### src/common/stepper_consts.svh
// Offsets, reset values, bit positions and timing counts of the sequencer.
`ifndef STEPPER_CONSTS_SVH
`define STEPPER_CONSTS_SVH
`define OSC_DIV_OFS 6'h00
`define STATUS_OFS 6'h01
`define CLK_FREQ_KHZ 100000
`define OSC_FREQ_KHZ 1120
`define OSC_DIV_RST 16'(`CLK_FREQ_KHZ / `OSC_FREQ_KHZ)
`define CHOP_DIV 4'hF
`define ANGLE_INIT 4'h2
`define AXI_OKAY 2'h0
`define AXI_SLVERR 2'h2
`define SY_STEP 0
`define SY_RST 1
`define SY_DIR 2
`define SY_M1 3
`define SY_M2 4
`define SY_EN 5
`define SY_SNA 6
`define SY_SNB 7
`define SY_MDA 8
`define SY_MDB 9
`endif

### src/common/stepper_pkg.sv
// Types shared by the stepper current sequencer.
package stepper_pkg;
  typedef enum logic [1:0] {MODE_STBY, MODE_FULL, MODE_HALF, MODE_QUARTER}
    res_mode_t;
  typedef enum logic [1:0] {LVL_100, LVL_71, LVL_38, LVL_0} cur_lvl_t;
  typedef enum logic [1:0] {CH_OFF, CH_CHARGE, CH_FAST, CH_SLOW} chop_t;
  typedef enum logic [1:0] {SEL_DIV, SEL_STAT, SEL_NONE} reg_sel_t;
  typedef struct packed {
    logic [9:0] s1;
    logic [9:0] s2;
    logic step_prev;
    logic [3:0] angle;
    logic mon;
    logic [15:0] osc_div;
    logic [15:0] osc_cnt;
    logic [3:0] tick_cnt;
    logic pstart;
    logic run;
    logic en_on;
    chop_t chop_a;
    chop_t chop_b;
    cur_lvl_t lvl_a;
    cur_lvl_t lvl_b;
    logic neg_a;
    logic neg_b;
    logic [3:0] br_a;
    logic [3:0] br_b;
    logic aw_have;
    logic [7:0] aw_addr;
    logic w_have;
    logic [31:0] w_data;
    logic [3:0] w_strb;
    logic awready;
    logic wready;
    logic bvalid;
    logic [1:0] bresp;
    logic arready;
    logic rvalid;
    logic [31:0] rdata;
    logic [1:0] rresp;
  } state_t;
endpackage : stepper_pkg

### src/design/stepper_current_sequencer.sv
// Stepper phase-current sequencer with chopper and register slave.
`timescale 1ns/1ps
`include "stepper_consts.svh"
// What this block does
// (RULE1) Reset input high forces initial angle; low lets steps advance it.
// (RULE2) Angle monitor output is low while reset is asserted.
// (RULE3) Reset: 100% full and half, 71% quarter, at 45 degrees.
// (RULE4) Half step uses 100/0%; quarter uses 100/71/38/0%, either polarity.
// (RULE5) Each channel is regulated through charge, slow and fast decay.
// (RULE6) Reference direction: charge HS1+LS2, slow both LS, fast HS2+LS1.
// (RULE7) Opposite direction: charge HS2+LS1, slow both LS, fast HS1+LS2.
// (RULE8) Charge runs past the period boundary until the sense threshold.
// (RULE9) Reaching the target current ends charge and starts decay.
// (RULE10) Fast decay runs into the next period until the threshold.
// (RULE11) The mixed-decay threshold is fixed; nothing can change it.
// (RULE12) Chopper period is the oscillator frequency divided by sixteen.
// (RULE13) Host sets chopper near 70 kHz, within 50 to 100 kHz.
// (RULE14) Outside reset and standby, each step clock rising edge advances the angle; falling does not.
// (RULE15) Select pins: 00 standby, 01 full, 10 half, 11 quarter step.
// (RULE16) Direction high makes channel A lead; low makes channel B lead.
// (RULE17) Output enable low turns every bridge switch off.
// (RULE18) Angle monitor is high only at the initial angle.
// (RULE19) Step clock and control inputs are synchronised before use.
module stepper_current_sequencer (
  input wire logic CLOCK_I,
  input wire logic RST_B_I,
  input wire logic STEP_CLK_I,
  input wire logic ANGLE_RESET_I,
  input wire logic ROT_DIR_I,
  input wire logic RES_SEL_1_I,
  input wire logic RES_SEL_2_I,
  input wire logic OUT_ENABLE_I,
  input wire logic SENSE_A_I,
  input wire logic SENSE_B_I,
  input wire logic MIX_DECAY_A_I,
  input wire logic MIX_DECAY_B_I,
  output logic ANGLE_MON_O,
  output logic [3:0] BRIDGE_A_O,
  output logic [3:0] BRIDGE_B_O,
  output logic [1:0] LEVEL_A_O,
  output logic [1:0] LEVEL_B_O,
  output logic NEG_A_O,
  output logic NEG_B_O,
  input wire logic [7:0] AWADDR_I,
  input wire logic AWVALID_I,
  output logic AWREADY_O,
  input wire logic [31:0] WDATA_I,
  input wire logic [3:0] WSTRB_I,
  input wire logic WVALID_I,
  output logic WREADY_O,
  output logic [1:0] BRESP_O,
  output logic BVALID_O,
  input wire logic BREADY_I,
  input wire logic [7:0] ARADDR_I,
  input wire logic ARVALID_I,
  output logic ARREADY_O,
  output logic [31:0] RDATA_O,
  output logic [1:0] RRESP_O,
  output logic RVALID_O,
  input wire logic RREADY_I
);

  // ---------------------------------------------------------------------
  // Helper functions
  // ---------------------------------------------------------------------

  // Returns {negative, level} for a phase at the given angle index.
  function automatic logic [2:0] phase_cur(
    input logic [3:0] idx,
    input stepper_pkg::res_mode_t m
  );
    logic [2:0] d;
    stepper_pkg::cur_lvl_t l;
    d = idx[2:0];
    if (d > 3'h4)
      d = 3'(4'h8 - {1'b0, d});
    l = stepper_pkg::LVL_0;
    unique case (m)
      stepper_pkg::MODE_FULL: l = stepper_pkg::LVL_100;
      stepper_pkg::MODE_HALF:
        l = (d == 3'h4) ? stepper_pkg::LVL_0 : stepper_pkg::LVL_100;
      stepper_pkg::MODE_QUARTER:
      begin
        unique case (d)
          3'h0, 3'h1: l = stepper_pkg::LVL_100;
          3'h2: l = stepper_pkg::LVL_71;
          3'h3: l = stepper_pkg::LVL_38;
          default: l = stepper_pkg::LVL_0;
        endcase
      end
      stepper_pkg::MODE_STBY: l = stepper_pkg::LVL_0;
    endcase
    return {(idx > 4'h4) && (idx < 4'hC), l}; // [RULE4]
  endfunction : phase_cur

  // Chopper sequence of one channel for the next cycle.
  function automatic stepper_pkg::chop_t chop_step(
    input stepper_pkg::chop_t cur,
    input logic run,
    input logic ps,
    input logic sense,
    input logic mdec
  );
    stepper_pkg::chop_t n;
    n = cur;
    unique case (cur)
      stepper_pkg::CH_OFF: n = ps ? stepper_pkg::CH_CHARGE : cur;
      // Charge ignores the period boundary until the target is reached.
      stepper_pkg::CH_CHARGE:
        n = sense ? stepper_pkg::CH_FAST : cur; // [RULE8] [RULE9]
      // Fast decay runs on across periods until the fixed threshold trips.
      stepper_pkg::CH_FAST:
        if (mdec) // [RULE10] [RULE11]
          n = ps ? stepper_pkg::CH_CHARGE : stepper_pkg::CH_SLOW;
      stepper_pkg::CH_SLOW: n = ps ? stepper_pkg::CH_CHARGE : cur;
    endcase
    return run ? n : stepper_pkg::CH_OFF; // [RULE5]
  endfunction : chop_step

  // Switch pattern {hs_first, hs_second, ls_first, ls_second}.
  function automatic logic [3:0] bridge(
    input stepper_pkg::chop_t m,
    input logic neg
  );
    logic [3:0] b;
    b = 4'h0;
    unique case (m)
      stepper_pkg::CH_CHARGE: b = neg ? 4'h6 : 4'h9; // [RULE6] [RULE7]
      stepper_pkg::CH_SLOW: b = 4'h3; // [RULE6] [RULE7]
      stepper_pkg::CH_FAST: b = neg ? 4'h9 : 4'h6; // [RULE6] [RULE7]
      stepper_pkg::CH_OFF: b = 4'h0;
    endcase
    return b;
  endfunction : bridge

  function automatic stepper_pkg::reg_sel_t decode(input logic [7:0] a);
    stepper_pkg::reg_sel_t s;
    s = stepper_pkg::SEL_NONE;
    if (a[7:2] == `OSC_DIV_OFS)
      s = stepper_pkg::SEL_DIV;
    else if (a[7:2] == `STATUS_OFS)
      s = stepper_pkg::SEL_STAT;
    return s;
  endfunction : decode

  // ---------------------------------------------------------------------
  // State
  // ---------------------------------------------------------------------

  stepper_pkg::state_t st_ff;
  stepper_pkg::state_t nxt_st;
  stepper_pkg::res_mode_t mode;
  logic rst_on;
  logic rise;
  logic run;
  logic tick;
  logic [3:0] stp;
  logic [2:0] pa;
  logic [2:0] pb;

  assign mode = stepper_pkg::res_mode_t'({st_ff.s2[`SY_M1],
                                           st_ff.s2[`SY_M2]}); // [RULE15]
  assign rst_on = st_ff.s2[`SY_RST];
  assign rise = st_ff.s2[`SY_STEP] && !st_ff.step_prev; // [RULE14]
  assign run = mode != stepper_pkg::MODE_STBY;
  assign tick = ({1'b0, st_ff.osc_cnt} + 17'h1) >= {1'b0, st_ff.osc_div};
  assign stp = (mode == stepper_pkg::MODE_FULL) ? 4'h4 :
               (mode == stepper_pkg::MODE_HALF) ? 4'h2 : 4'h1;

  always_comb
  begin
    nxt_st = st_ff;
    // Only the second stage feeds any logic.
    nxt_st.s1 = {MIX_DECAY_B_I, MIX_DECAY_A_I, SENSE_B_I, SENSE_A_I,
                 OUT_ENABLE_I, RES_SEL_2_I, RES_SEL_1_I, ROT_DIR_I,
                 ANGLE_RESET_I, STEP_CLK_I}; // [RULE19]
    nxt_st.s2 = st_ff.s1; // [RULE19]
    nxt_st.step_prev = st_ff.s2[`SY_STEP];

    // Electrical angle in 22.5 degree units.
    if (rst_on)
      nxt_st.angle = `ANGLE_INIT; // [RULE1] [RULE3]
    else if (rise && run)
    begin
      if (st_ff.s2[`SY_DIR])
        nxt_st.angle = st_ff.angle + stp; // [RULE14] [RULE16]
      else
        nxt_st.angle = st_ff.angle - stp; // [RULE16]
    end
    nxt_st.mon = !rst_on && (nxt_st.angle == `ANGLE_INIT); // [RULE2] [RULE18]
    pa = phase_cur(nxt_st.angle, mode); // [RULE3] [RULE4]
    pb = phase_cur(nxt_st.angle - 4'h4, mode);
    nxt_st.neg_a = pa[2];
    nxt_st.lvl_a = stepper_pkg::cur_lvl_t'(pa[1:0]);
    nxt_st.neg_b = pb[2];
    nxt_st.lvl_b = stepper_pkg::cur_lvl_t'(pb[1:0]);

    // Oscillator and chopper period; stopped in standby.
    nxt_st.pstart = 1'b0;
    if (!run)
    begin
      nxt_st.osc_cnt = 16'h0;
      nxt_st.tick_cnt = 4'h0;
    end
    else if (tick)
    begin
      nxt_st.osc_cnt = 16'h0;
      nxt_st.tick_cnt = st_ff.tick_cnt + 4'h1;
      nxt_st.pstart = st_ff.tick_cnt == `CHOP_DIV; // [RULE12]
    end
    else
      nxt_st.osc_cnt = st_ff.osc_cnt + 16'h1;

    nxt_st.run = run;
    nxt_st.en_on = run && st_ff.s2[`SY_EN];
    nxt_st.chop_a = chop_step(st_ff.chop_a, run, st_ff.pstart,
                              st_ff.s2[`SY_SNA], st_ff.s2[`SY_MDA]);
    nxt_st.chop_b = chop_step(st_ff.chop_b, run, st_ff.pstart,
                              st_ff.s2[`SY_SNB], st_ff.s2[`SY_MDB]);
    nxt_st.br_a = nxt_st.en_on ? bridge(nxt_st.chop_a, nxt_st.neg_a)
                               : 4'h0; // [RULE17] [RULE15]
    nxt_st.br_b = nxt_st.en_on ? bridge(nxt_st.chop_b, nxt_st.neg_b)
                               : 4'h0; // [RULE17] [RULE15]

    // Register slave: write path.
    if (st_ff.bvalid && BREADY_I)
      nxt_st.bvalid = 1'b0;
    if (AWVALID_I && st_ff.awready)
    begin
      nxt_st.aw_have = 1'b1;
      nxt_st.aw_addr = AWADDR_I;
    end
    if (WVALID_I && st_ff.wready)
    begin
      nxt_st.w_have = 1'b1;
      nxt_st.w_data = WDATA_I;
      nxt_st.w_strb = WSTRB_I;
    end
    if (st_ff.aw_have && st_ff.w_have && !st_ff.bvalid)
    begin
      nxt_st.aw_have = 1'b0;
      nxt_st.w_have = 1'b0;
      nxt_st.bvalid = 1'b1;
      nxt_st.bresp = `AXI_OKAY;
      unique case (decode(st_ff.aw_addr))
        stepper_pkg::SEL_DIV:
        begin
          // The host picks the oscillator rate here. [RULE13]
          if (st_ff.w_strb[0])
            nxt_st.osc_div[7:0] = st_ff.w_data[7:0];
          if (st_ff.w_strb[1])
            nxt_st.osc_div[15:8] = st_ff.w_data[15:8];
        end
        stepper_pkg::SEL_STAT: nxt_st.bresp = `AXI_OKAY;
        default: nxt_st.bresp = `AXI_SLVERR;
      endcase
    end
    nxt_st.awready = !nxt_st.aw_have && !nxt_st.bvalid;
    nxt_st.wready = !nxt_st.w_have && !nxt_st.bvalid;

    // Register slave: read path.
    if (st_ff.rvalid && RREADY_I)
      nxt_st.rvalid = 1'b0;
    if (ARVALID_I && st_ff.arready)
    begin
      nxt_st.rvalid = 1'b1;
      nxt_st.rresp = `AXI_OKAY;
      nxt_st.rdata = 32'h0;
      unique case (decode(ARADDR_I))
        stepper_pkg::SEL_DIV: nxt_st.rdata = {16'h0, st_ff.osc_div};
        stepper_pkg::SEL_STAT:
          nxt_st.rdata = {21'h0, st_ff.chop_b, st_ff.chop_a, st_ff.mon,
                          mode, st_ff.angle};
        default: nxt_st.rresp = `AXI_SLVERR;
      endcase
    end
    nxt_st.arready = !nxt_st.rvalid;
  end

  always_ff @(posedge CLOCK_I or negedge RST_B_I)
  begin
    if (!RST_B_I)
    begin
      st_ff <= '0;
      st_ff.angle <= `ANGLE_INIT;
      st_ff.osc_div <= `OSC_DIV_RST;
      st_ff.chop_a <= stepper_pkg::CH_OFF;
      st_ff.chop_b <= stepper_pkg::CH_OFF;
      st_ff.lvl_a <= stepper_pkg::LVL_0;
      st_ff.lvl_b <= stepper_pkg::LVL_0;
    end
    else
      st_ff <= nxt_st;
  end

  assign ANGLE_MON_O = st_ff.mon;
  assign BRIDGE_A_O = st_ff.br_a;
  assign BRIDGE_B_O = st_ff.br_b;
  assign LEVEL_A_O = st_ff.lvl_a;
  assign LEVEL_B_O = st_ff.lvl_b;
  assign NEG_A_O = st_ff.neg_a;
  assign NEG_B_O = st_ff.neg_b;
  assign AWREADY_O = st_ff.awready;
  assign WREADY_O = st_ff.wready;
  assign BRESP_O = st_ff.bresp;
  assign BVALID_O = st_ff.bvalid;
  assign ARREADY_O = st_ff.arready;
  assign RDATA_O = st_ff.rdata;
  assign RRESP_O = st_ff.rresp;
  assign RVALID_O = st_ff.rvalid;

  // Counts oscillator ticks between period starts.
  logic [4:0] ticks_seen;
  always_ff @(posedge CLOCK_I or negedge RST_B_I)
  begin
    if (!RST_B_I)
      ticks_seen <= 5'h0;
    else if (st_ff.pstart)
      ticks_seen <= 5'h1;
    else if (st_ff.osc_cnt == 16'h0 && st_ff.run && ticks_seen != 5'h1F)
      ticks_seen <= ticks_seen + 5'h1;
  end
endmodule : stepper_current_sequencer

### config.mk
export PLATFORM = sky130hd
export DESIGN_NAME = stepper_current_sequencer
export DESIGN_NICKNAME = d
export VERILOG_FILES = /design/src/common/stepper_pkg.sv /design/src/design/stepper_current_sequencer.sv
export VERILOG_INCLUDE_DIRS = /design/src /design/src/common
export SDC_FILE = /design/constraint.sdc
export NUM_CORES = 1
export LEC_CHECK = 0
export BUFFER_PORTS_ARGS = -buffer_cell sky130_fd_sc_hd__buf_2
export CAP_MARGIN = 30
export CORE_UTILIZATION = 50
export DETAILED_ROUTE_END_ITERATION = 10
export GPL_ROUTABILITY_DRIVEN = 0
export GPL_TIMING_DRIVEN = 1
export PLACE_DENSITY = 0.76
export SYNTH_ARGS = -nofsm -noshare
export SYNTH_HDL_FRONTEND = slang
export SYNTH_SLANG_ARGS = --single-unit
### constraint.sdc
create_clock -name CLOCK_I -period 3.2 [get_ports CLOCK_I]
set_input_delay 0.16 -clock CLOCK_I [delete_from_list [all_inputs] [get_ports CLOCK_I]]
set_output_delay 0.16 -clock CLOCK_I [all_outputs]
set_load 0.005 [all_outputs]
## Yosys cells after proc, flatten, opt, wreduce, memory -nomap -nowiden

Cells that the tools add are included.

| storage, ports and cells | value |
|---|---|
| register bits after elaboration | 168 |
| bits in latches | 0 |
| memory bits (writable) | 0 |
| ROM bits | 0 |
| output and inout port bits | 56 |
| word-level logic and storage cells | 171 |
| memories | 0 |

| operators by class | value |
|---|---|
| $add $sub $neg | 8 |
| multipliers | 0 |
| div/mod/pow operators | 0 |
| order comparisons | 7 |
| equal/unequal tests | 30 |
| shift operators | 0 |
| mux-type cells | 53 |
| bitwise logic cells | 0 |
| reductions and logical operators | 42 |

Operators by type and width:

| operator | count |
|---|---|
| 2-bit two-way mux | 20 |
| 37-bit two-way mux | 1 |
| 4-bit two-way mux | 9 |
| 35-bit two-way mux | 1 |
| 16-bit case mux with 2 select lines | 1 |
| 4-bit case mux with 4 select lines | 2 |
| 2-bit case mux with 3 select lines | 4 |
| 2-bit == test (second input constant) | 10 |
| 20-bit two-way mux | 1 |
| 16-bit by 1-bit adder with 17-bit output (second input constant) | 1 |
| 17-bit by 16-bit greater-or-equal comparator with 1-bit output | 1 |
| 16-bit by 1-bit adder with 16-bit output (second input constant) | 1 |
| 16-bit two-way mux | 1 |
| 2-bit case mux with 4 select lines | 2 |
| 1-bit logical AND | 15 |
| 2-bit by 1-bit == test with 1-bit output (second input constant) | 7 |
| 2-bit logical NOT | 7 |
| 3-bit by 2-bit == test with 1-bit output (second input constant) | 4 |
| 6-bit by 1-bit == test with 1-bit output (second input constant) | 2 |
| 6-bit logical NOT | 2 |
| 3-bit two-way mux | 4 |
| 2-bit OR reduction | 6 |
| 9-bit two-way mux | 1 |
| 4-bit by 3-bit greater-than comparator with 1-bit output (second input constant) | 2 |
| 18 further kinds | 35 |

## Depth between registers and ports, before layout

Gate-level depths: netlist (run 1).

| logic depth | value |
|---|---|
| depth in word-level cells | 14 |
| depth in mapped cells | 16 |
| depth with buffers taken out | 16 |

## Least setup slack after synthesis (run 1)

Ideal clock, no wire load.

| path | value |
|---|---|
| kind | register to register |
| start | register st_ff (netlist bit mode[1]) |
| end | register st_ff (netlist bit BRIDGE_B_O[1]) |
| data arrival time | 3.139 ns |
| required time | 3.079 ns |
| slack | -0.060 ns |
| cell stages (with the launch flop) | 15 |
| cells stage by stage | dfrtp_1 > inv_1 > ha_1 > o21ai_0 > ha_1 > nand3_1 > and4b_1 > nor2_1 > xor2_1 > or2_2 > ha_1 > nor2b_1 > a211oi_1 > mux2i_1 > nor2_1 |

RTL lines:

| item | line | RTL |
|---|---|---|
| from (decl) | stepper_current_sequencer.sv:150 | `stepper_pkg::state_t st_ff;` |
| from (signal assigned) | stepper_current_sequencer.sv:293 | `st_ff <= nxt_st;` |

==> results.toml, run 1 <==
[worst_setup_path]
worstSetupPathType = "register to register"
worstSetupStartpointType = "register"
cp_data_required_time_ps = 3540
cp.arrival_ps = 3490
crit_path_end_kind = "register"
crit_fanout = 7

[detailed_routing]
drt-pass1-iter-count = 5
vias = 4592
post_drt_wl_per_cell_um = 16.4
ant_nets = 0
drt_iter0_markers = 210
drc_errors = 0
wl_um = 14400
viasPerCell = 5.26

[cts]
clock-root-buffer = "clkbuf_16"
numClockSinks = 130
cts_tree = "yes"
path_clk_slew_ps = 60
clk_path_buf_depth = 2
cts_max_level = 4
clk_latency_ps = 410
cts-buffers-inserted = 17

[sta]
tightestPinTransition_ps = 904
relSlewSlack_pct = 39.7
hold_violations = 0
fin_setup_tns_ps = 0
skew_ps = 6.99
worst_slack_ps = 56.5
setup_viol = 0
fmax_mhz = 318
rsz0062_at_grt = "yes"
period_needed_ps = 3140
finalMaxSlewViolations = 0
min_period_over_period_pct = 98.2

[synthesis]
netlist_area_um2 = 6470
synthCells = 567
synth.avg_cell_area_um2 = 11.4
synth-seq-cells = 130
synthTopCellsByArea = "dfrtp_1, ha_1, mux2_2, buf_4, dfstp_2"
yosysWarnings = 0
synth_cell_type_count = 58
synthFlopType = "dfrtp_1"
yosysTopAreaCell = "dfrtp_1"
async_flop_share_pct = 100
synth_edf_count = 0
ys_seq_area_share_pct = 50.4
synth_top_area_share_pct = 46.8

[power_and_ir_drop]
swShare_pct = 31.3
p_comb_share_pct = 28.6
power_density_nw_per_um2 = 752
pwr-share-clk_pct = 33.4
internal-power_mw = 4.21
power.net_switching_mw = 1.92
irDropWorstVdd_uv = 474
p_seq_share_pct = 37.9
leakage_nw = 3.90

[placed_design]
post-place-cells = 798
dp_slack_ps = -154
io_buffers = 84
post-dp-hpwl_um = 9120
dpl_cell_area_um2 = 6900

[run_status]
outcome = "finished clean"

[floorplan]
io_pins = 125
design.core.area_um2 = 12600
die_y_um = 116
die_w_um = 116
rows = 41
start_util_pct = 51.3
die-area_um2 = 13400

[layout]
layout.cells.non_filler = 873
final_area_um2 = 8150
final_nets = 800
area_growth_pct = 26.0
layout_commonest_cell = "dfrtp_1"
drive_gt1_share_pct = 32.7
antenna_cells = 0
layout_common_cells = "dfrtp_1, buf_2, mux2_2"
finalCoreUtilization_pct = 64.6

[global_routing]
grt_remaining_overflow = 0
grt_max_degree = 92
grt_pass1_vias = 4569
grt_pass1_wl_um = 21800
track_usage_pct = 21.5
antenna_found_initial = 0

[job]
cap_violations = 0

[hold_path]
hp-class = "input pin to register"
==> path summary, 6_finish.rpt <==
kind / from / endpoint / slack [ps] / cells after the start
max: mode[0] / BRIDGE_B_O[2] / 60 / 14
min: ARADDR_I[7] / RRESP_O[1] / 30 / 3
max reg2reg: mode[0] / BRIDGE_B_O[2] / 60 / 14
min reg2reg: nxt_st[151] / rst_on / 350 / 0
max in group asynchronous: RST_B_I / LEVEL_A_O[1] / 2070 / 3
min in group asynchronous: RST_B_I / BRIDGE_B_O[3] / 260 / 2
==> cells in the mapped netlist (5+ instances only) <==
library cell and instances:
dfrtp_1 121, nand2_1 32, nor2_1 24, ha_1 42
a31oi_1 7, dfstp_2 9, inv_1 34, and3_1 6
nor2b_1 21, a21oi_1 18, xor2_1 6, xnor2_1 10
o21ai_0 26, nor3_1 9, nand2b_1 7, mux2i_1 20
a22o_1 5, mux2_2 45, clkbuf_1 5, nand3_1 11
buf_4 49, nand4_1 6
==> power by group through the flow <==
stage | registers, mW | clock network, mW | logic, mW
after global placement | 2.32 | 0 | 1.52
after detailed placement | 2.35 | 0 | 1.62
after CTS | 2.32 | 2.06 | 1.69
final | 2.33 | 2.05 | 1.76
after global routing | 2.38 | 2.14 | 1.95
after floorplan | 2.25 | 0 | 1.28
==> per-stage QoR <==
stage | power, mW | hold slack, ps
after floorplan | 3.52 | -136
after global placement | 3.84 | 166
after detailed placement | 3.97 | 171
after CTS | 6.07 | 27.9
after global routing | 6.46 | 34.8
final | 6.13 | 31.1
==> final cells by class <==
class,count,area [um2]
Fill cell,908,4470
Sequential cell,130,3260
Multi-Input combinational cell,362,2940
Timing Repair Buffer,143,981
Clock buffer,20,447
Tap cell,172,215
Clock inverter,12,181
Inverter,34,128
==> registers in the layout, summed over array words and instances (netlist names), 2 cells and up <==
signal,count
RDATA_O,16
BRIDGE_B_O,4
nxt_st,11
st_ff,78
mode,2
LEVEL_B_O,2
BRIDGE_A_O,4
LEVEL_A_O,2
==> routing by layer <==
metal  global-route usage (%)  wire length [um]  vias to the layer above  part of all wire, %
li1                         -                 -                     2132                    -
met4                     10.0               323                        0                  2.3
met3                     4.92               583                       31                  4.1
met2                     38.3              7760                      136                   54
met5                        0                 0                        -                    0
met1                     24.6              5680                     2293                   40
==> critical path: stages, from the launching register on <==
cell and delay [ps]:
dfrtp_1 430, ha_2 220, nand2b_4 140, ha_4 250, a21oi_4 170, and4b_2 290
nor2_4 50, xor2_2 150, or2_4 290, ha_4 260, nor2b_4 180, a211oi_4 90
a211oi_2 270, nand2_1 110, a21oi_2 170
==> what timing repair did <==
| item | 4_1_cts | 5_1_grt |
|---|---|---|
| hold buffers | 38 | 0 |
| pin swaps | 1 | 11 |
| setup buffers | 3 | 3 |
| resized for setup | 11 | 36 |
| setup endpoints to repair | 11 | 14 |
| cloned | 0 | 0 |
| endpoints found under the hold margin | 76 | 0 |
==> logic make-up after synthesis <==
| logic type | Yosys count | share of synthesized area [%] |
|---|---|---|
| simple gates | 139 | 11.7 |
| mux | 66 | 11.1 |
| other cells | 1 | 0.0579 |
| buf+inv | 92 | 8.43 |
| fa+ha+maj | 43 | 8.43 |
| compound gates | 80 | 7.71 |
| xor+xnor | 16 | 2.16 |
| flops | 130 | 50.4 |
(Power assumes the default switching activity.)
==> run 2, diff against run 1 <==
CORE_ASPECT_RATIO = 0.5   (was not set)
==> results.toml, run 2 (synthesized netlist as in run 1, its figures left out) <==
[global_routing]
grt_pass1_vias = 4313
grt_pass1_wl_um = 21600
grt_max_degree = 56
antenna_found_initial = 0
track_usage_pct = 21.4
grt_remaining_overflow = 0

[worst_setup_path]
rrSetupSlack_ps = 110
slowest_delay_ps = 420
worstSetupPathType = "register to register"
reg2reg_depth = 14
reg2reg_to = "BRIDGE_B_O[1]"
crit_path_end_kind = "register"
worstSetupStartpointType = "register"
timing.rr.start = "mode[0]"
worstPathCellList = "ha_2 -> nand2b_4 -> ha_4 -> a21oi_4 -> and4b_1 -> nor2_2 -> xor2_1 -> or2_4 -> ha_1 -> nor2b_2 -> a211oi_2 -> buf_4 -> mux2i_1 -> nor2_1"
crit_fanout = 4
cp_data_required_time_ps = 3500
crit_slowest_cell = "dfrtp_1"
cp.arrival_ps = 3380

[power_and_ir_drop]
leakage_nw = 3.89
power_density_nw_per_um2 = 760
irDropWorstVdd_uv = 567

[detailed_routing]
vias = 4487
ant_nets = 0
wl_met1_um = 6260
drc_errors = 0
met3_length_um = 556
route.met2.wl_um = 6460
post_drt_wl_per_cell_um = 15.5
wl_um = 13500
drt_iter0_markers = 184
viasPerCell = 5.17
drt-pass1-iter-count = 4
routed.top_layer = "met4"

[cts]
numClockSinks = 130
clock-root-buffer = "clkbuf_16"
cts-buffers-inserted = 17
clk_latency_ps = 420
cts_tree = "yes"
clk_path_buf_depth = 2
cts_max_level = 4
path_clk_slew_ps = 60

[floorplan]
io_pins = 125
design.core.area_um2 = 12200
die_w_um = 163
die-area_um2 = 13400
start_util_pct = 52.9
rows = 28
die_y_um = 82.5

[sta]
hold_violations = 0
period_needed_ps = 3090
skew_ps = 15.7
setup_viol = 0
fin_setup_tns_ps = 0
finalMaxSlewViolations = 0
min_period_over_period_pct = 96.5
rsz0062_at_grt = "yes"
worst_slack_ps = 113
fmax_mhz = 324
relSlewSlack_pct = 38.8
tightestPinTransition_ps = 919

[hold_path]
hp-class = "input pin to register"
hold_start = "WDATA_I[2]"
hold-path-cell-count = 2
holdPathEnd = "st_ff[47]"

[layout]
registers.top_by_ff_count = "st_ff"
layout.cells.non_filler = 868
drive_gt1_share_pct = 31.4
antenna_cells = 0
largest_reg_flops = 78
final_nets = 802
layout_commonest_cell = "dfrtp_1"
finalCoreUtilization_pct = 65.8
layout_common_cells = "dfrtp_1, buf_2, mux2_2"
area_growth_pct = 24.3

[placed_design]
io_buffers = 84
dp_slack_ps = -93.7
post-place-cells = 794
post-dp-hpwl_um = 8920

[run_status]
outcome = "finished clean"

[job]
cap_violations = 0
==> run 2: how the worst max path moves through the flow <==
stage | from | cells past startpoint | slack [ps] | to
finish | mode[0] | 14 | 110 | BRIDGE_B_O[1]
detailed placement | mode[1] | 15 | -90 | BRIDGE_B_O[2]
floorplan | mode[1] | 14 | 120 | BRIDGE_B_O[1]
global placement | mode[1] | 15 | 20 | BRIDGE_B_O[3]
CTS | mode[0] | 14 | 0.4 | BRIDGE_B_O[1]
global route | mode[0] | 16 | -30 | BRIDGE_B_O[1]
==> run 2: layout make-up <==
type                       instances  area, um2
inverter                          34        128
timing repair buffer             145        973
sequential                       130       3260
clock buffer                      19        453
multi-input combinational        362       2850
fill                             877       4180
tap                              165        206
clock inverter                    13        174
==> run 2: what timing repair did <==
item                       in CTS  in global routing
setup endpoints to repair       8                 20
pin swaps                       1                  6
resized for setup               6                 19
setup buffers                   2                  3
hold endpoints to repair       88                  0
hold buffers                   37                  0
==> run 2: worst max-delay path: cells and delay by family, from the launching register on <==
| kind | cells | cell delay [ps] |
|---|---|---|
| xor+xnor | 1 | 150 |
| fa+ha+maj | 3 | 740 |
| flops | 1 | 420 |
| mux | 1 | 190 |
| buf+inv | 1 | 190 |
| simple gates | 6 | 920 |
| compound gates | 2 | 350 |
==> run 2: report_power, final <==
| group | total [mW] | internal [mW] | leakage [nW] | switching, mW |
|---|---|---|---|---|
| Clock | 2.05 | 1.28 | 0.302 | 0.764 |
| Sequential | 2.33 | 2.05 | 1.64 | 0.286 |
| Combinational | 1.73 | 0.835 | 1.94 | 0.898 |
| Total | 6.11 | 4.17 | 3.89 | 1.95 |
==> run 2: routing by layer <==
metal  track usage (%)  up-vias
met4              7.29        0
met2              35.4      111
met5                 0        -
met3              5.49       17
li1                  -     2141
met1              27.7     2218
==> run 2: through the flow <==
| step | area [um2] | power [mW] | hold WS, ps |
|---|---|---|---|
| detailed placement | 6900 | 3.96 | 250 |
| finish | 8040 | 6.11 | 18.8 |
| global placement | 6900 | 3.88 | 248 |
| floorplan | 6540 | 3.52 | -136 |
| CTS | 7950 | 6.07 | 8.35 |
| global route | 8040 | 6.48 | 9.34 |
==> run 3, diff against run 2 <==
ABC_AREA = 1   (was not set)
==> results.toml, run 3 <==
[sta]
tightestPinTransition_ps = 801
relSlewSlack_pct = 46.6
skew_ps = 7.56
fmax_mhz = 326
period_needed_ps = 3070
finalMaxSlewViolations = 0
min_period_over_period_pct = 95.9
setup_viol = 0
hold_violations = 0

[global_routing]
grt_pass1_vias = 4966
track_usage_pct = 22.9
antenna_found_initial = 0
grt_pass1_wl_um = 23400
grt_max_degree = 40
grt_remaining_overflow = 0

[cts]
cts_max_level = 4
cts_tree = "yes"
path_clk_slew_ps = 60
cts-buffers-inserted = 17
numClockSinks = 130
clk_latency_ps = 420
clk_path_buf_depth = 2
clock-root-buffer = "clkbuf_16"

[worst_setup_path]
path_buf_inv = 2
cp_data_required_time_ps = 3530
worstPathCellList = "and3_1 -> nand3_1 -> nor2_1 -> nand2_1 -> nor2_1 -> xor2_1 -> ha_1 -> nand2_1 -> inv_1 -> nand3_1 -> inv_1 -> a21oi_1 -> nand3_1 -> nand2_1 -> nand2_1 -> nand2_4 -> nand3_4 -> nor2_1"
crit_family = "simple AND/OR/NAND/NOR gates"
crit_top_cell = "nand2_1"
timing.rr.start = "st_ff[112]"
rrSetupSlack_ps = 130
cp.arrival_ps = 3400
crit_slowest_cell = "dfrtp_2"
slowest_delay_ps = 410
worstSetupPathType = "register to register"
reg2reg_to = "st_ff[114]"
crit_path_end_kind = "register"
reg2reg_depth = 18
crit_fanout = 8
worstSetupStartpointType = "register"

[synthesis]
synth_cell_type_count = 31
synth_edf_count = 0
synthTopCellsByArea = "dfrtp_1, nand2_1, ha_1, inv_1, buf_4"
synthFlopType = "dfrtp_1"
ys_top_cells_by_count = "nand2_1, dfrtp_1, inv_1"
synthCells = 756
yosysTopAreaCell = "dfrtp_1"
synth-seq-cells = 130
synth_top_area_share_pct = 46.5
netlist_area_um2 = 6520
synth.avg_cell_area_um2 = 8.62
async_flop_share_pct = 100
yosysWarnings = 0
ys_seq_area_share_pct = 50.1
yosysMostFrequentCell = "nand2_1"

[placed_design]
post-dp-hpwl_um = 9570
io_buffers = 84

[hold_path]
hold-path-cell-count = 2
holdPathEnd = "BVALID_O"
hold_start = "BREADY_I"
hp-class = "input pin to register"

[layout]
registers.top_by_ff_count = "st_ff"
layout_common_cells = "nand2_1, dfrtp_1, inv_1"
layout_commonest_cell = "nand2_1"
drive_gt1_share_pct = 18.0
fillCellCount = 1001
largest_reg_flops = 78
antenna_cells = 0
area_growth_pct = 21.3
final_nets = 979
finalCoreUtilization_pct = 62.3

[floorplan]
rows = 29
design.core.area_um2 = 12700
die_y_um = 82.7
start_util_pct = 51.3
io_pins = 125
die_w_um = 163
die-area_um2 = 13500

[power_and_ir_drop]
leakage_nw = 4.27
power_mw = 5.78
irDropWorstVdd_uv = 356
power_density_nw_per_um2 = 731

[detailed_routing]
wl_um = 14600
ant_nets = 0
drc_errors = 0
drt_iter0_markers = 360
viasPerCell = 4.98
post_drt_wl_per_cell_um = 13.9
drt-pass1-iter-count = 5
vias = 5233

[job]
cap_violations = 0

[run_status]
outcome = "finished clean"
run 3: how the worst max path moves through the flow:
stage          cells after the start  slack [ps]       endpoint        from
6_report                          18         130     st_ff[114]  st_ff[112]
5_1_grt                           17         -40   LEVEL_B_O[1]     mode[0]
4_1_cts                           22          10     st_ff[114]  st_ff[112]
3_5_place_dp                      18          70  BRIDGE_B_O[1]     mode[1]
3_3_place_gp                      22         200     st_ff[127]  st_ff[112]
2_1_floorplan                     16         410  BRIDGE_B_O[2]     mode[0]
run 3: logic make-up after synthesis:
kind of cell / Yosys count / share of synthesized area [%]
buffers and inverters: 180 / 13.2
and+or+nand+nor: 299 / 19.1
other: 1 / 0.0575
xor gates and xnor gates: 14 / 1.88
AOI/OAI and AO/OA: 89 / 7.29
adders and majority gates: 43 / 8.37
DFF: 130 / 50.1
run 3: routing by layer:
layer  GRT usage (%)  routed length, um  vias to the layer above
li1                -                  -                     2520
met1            28.2               6350                     2530
met2            39.4               7280                      155
met3            6.04                724                       28
met4            7.96                264                        0
met5               0                  0                        -
run 3: what timing repair did:
item / 4_1_cts / 5_1_grt
pin swaps: 1 / 6
buffers inserted: 0 / 6
hold endpoints to repair: 67 / 0
gates resized for setup: 0 / 15
gates cloned: 0 / 1
hold buffers: 36 / 0
setup endpoints to repair: 1 / 29
run 3: through the flow:
stage | setup slack (ps) | cell area (um2) | cells | setup TNS (ps) | hold WS (ps)
final | 131 | 7910 | 1050 | 0 | 25.4
after global placement | 201 | 6860 | 975 | 0 | 156
after global routing | -44.6 | 7910 | 1050 | -246 | 48.8
after floorplan | 414 | 6580 | 773 | 0 | -136
after CTS | 12.1 | 7800 | 1043 | 0 | 8.96
after detailed placement | 73.2 | 6860 | 975 | 0 | 164
run 3: area by class of cell:
class / instances / area [um2] / share of cell area [%]
clock buffer: 18 / 429 / 5.43
clock inverter: 14 / 155 / 1.96
inverter: 121 / 454 / 5.74
multi-input combinational: 464 / 2510 / 31.7
sequential: 130 / 3270 / 41.3
tap: 170 / 213 / 2.69
timing repair buffer: 133 / 881 / 11.1
run 3: worst register-to-register path, stage by stage, from the launching register on:
cell and delay [ps]:
dfrtp_2 410, and3_1 210, nand3_1 160, nor2_1 180, nand2_1 90, nor2_1 210, xor2_1 290, ha_1 290
nand2_1 60, inv_1 40, nand3_1 80, inv_1 50, a21oi_1 150, nand3_1 110, nand2_1 80, nand2_1 90
nand2_4 150, nand3_4 150, nor2_1 190
run 3: power by group:
group          leakage (nW)  internal [mW]  switching (mW)
clock network         0.270           1.16           0.766
logic                  2.36          0.601            1.04
registers              1.65           2.02           0.201
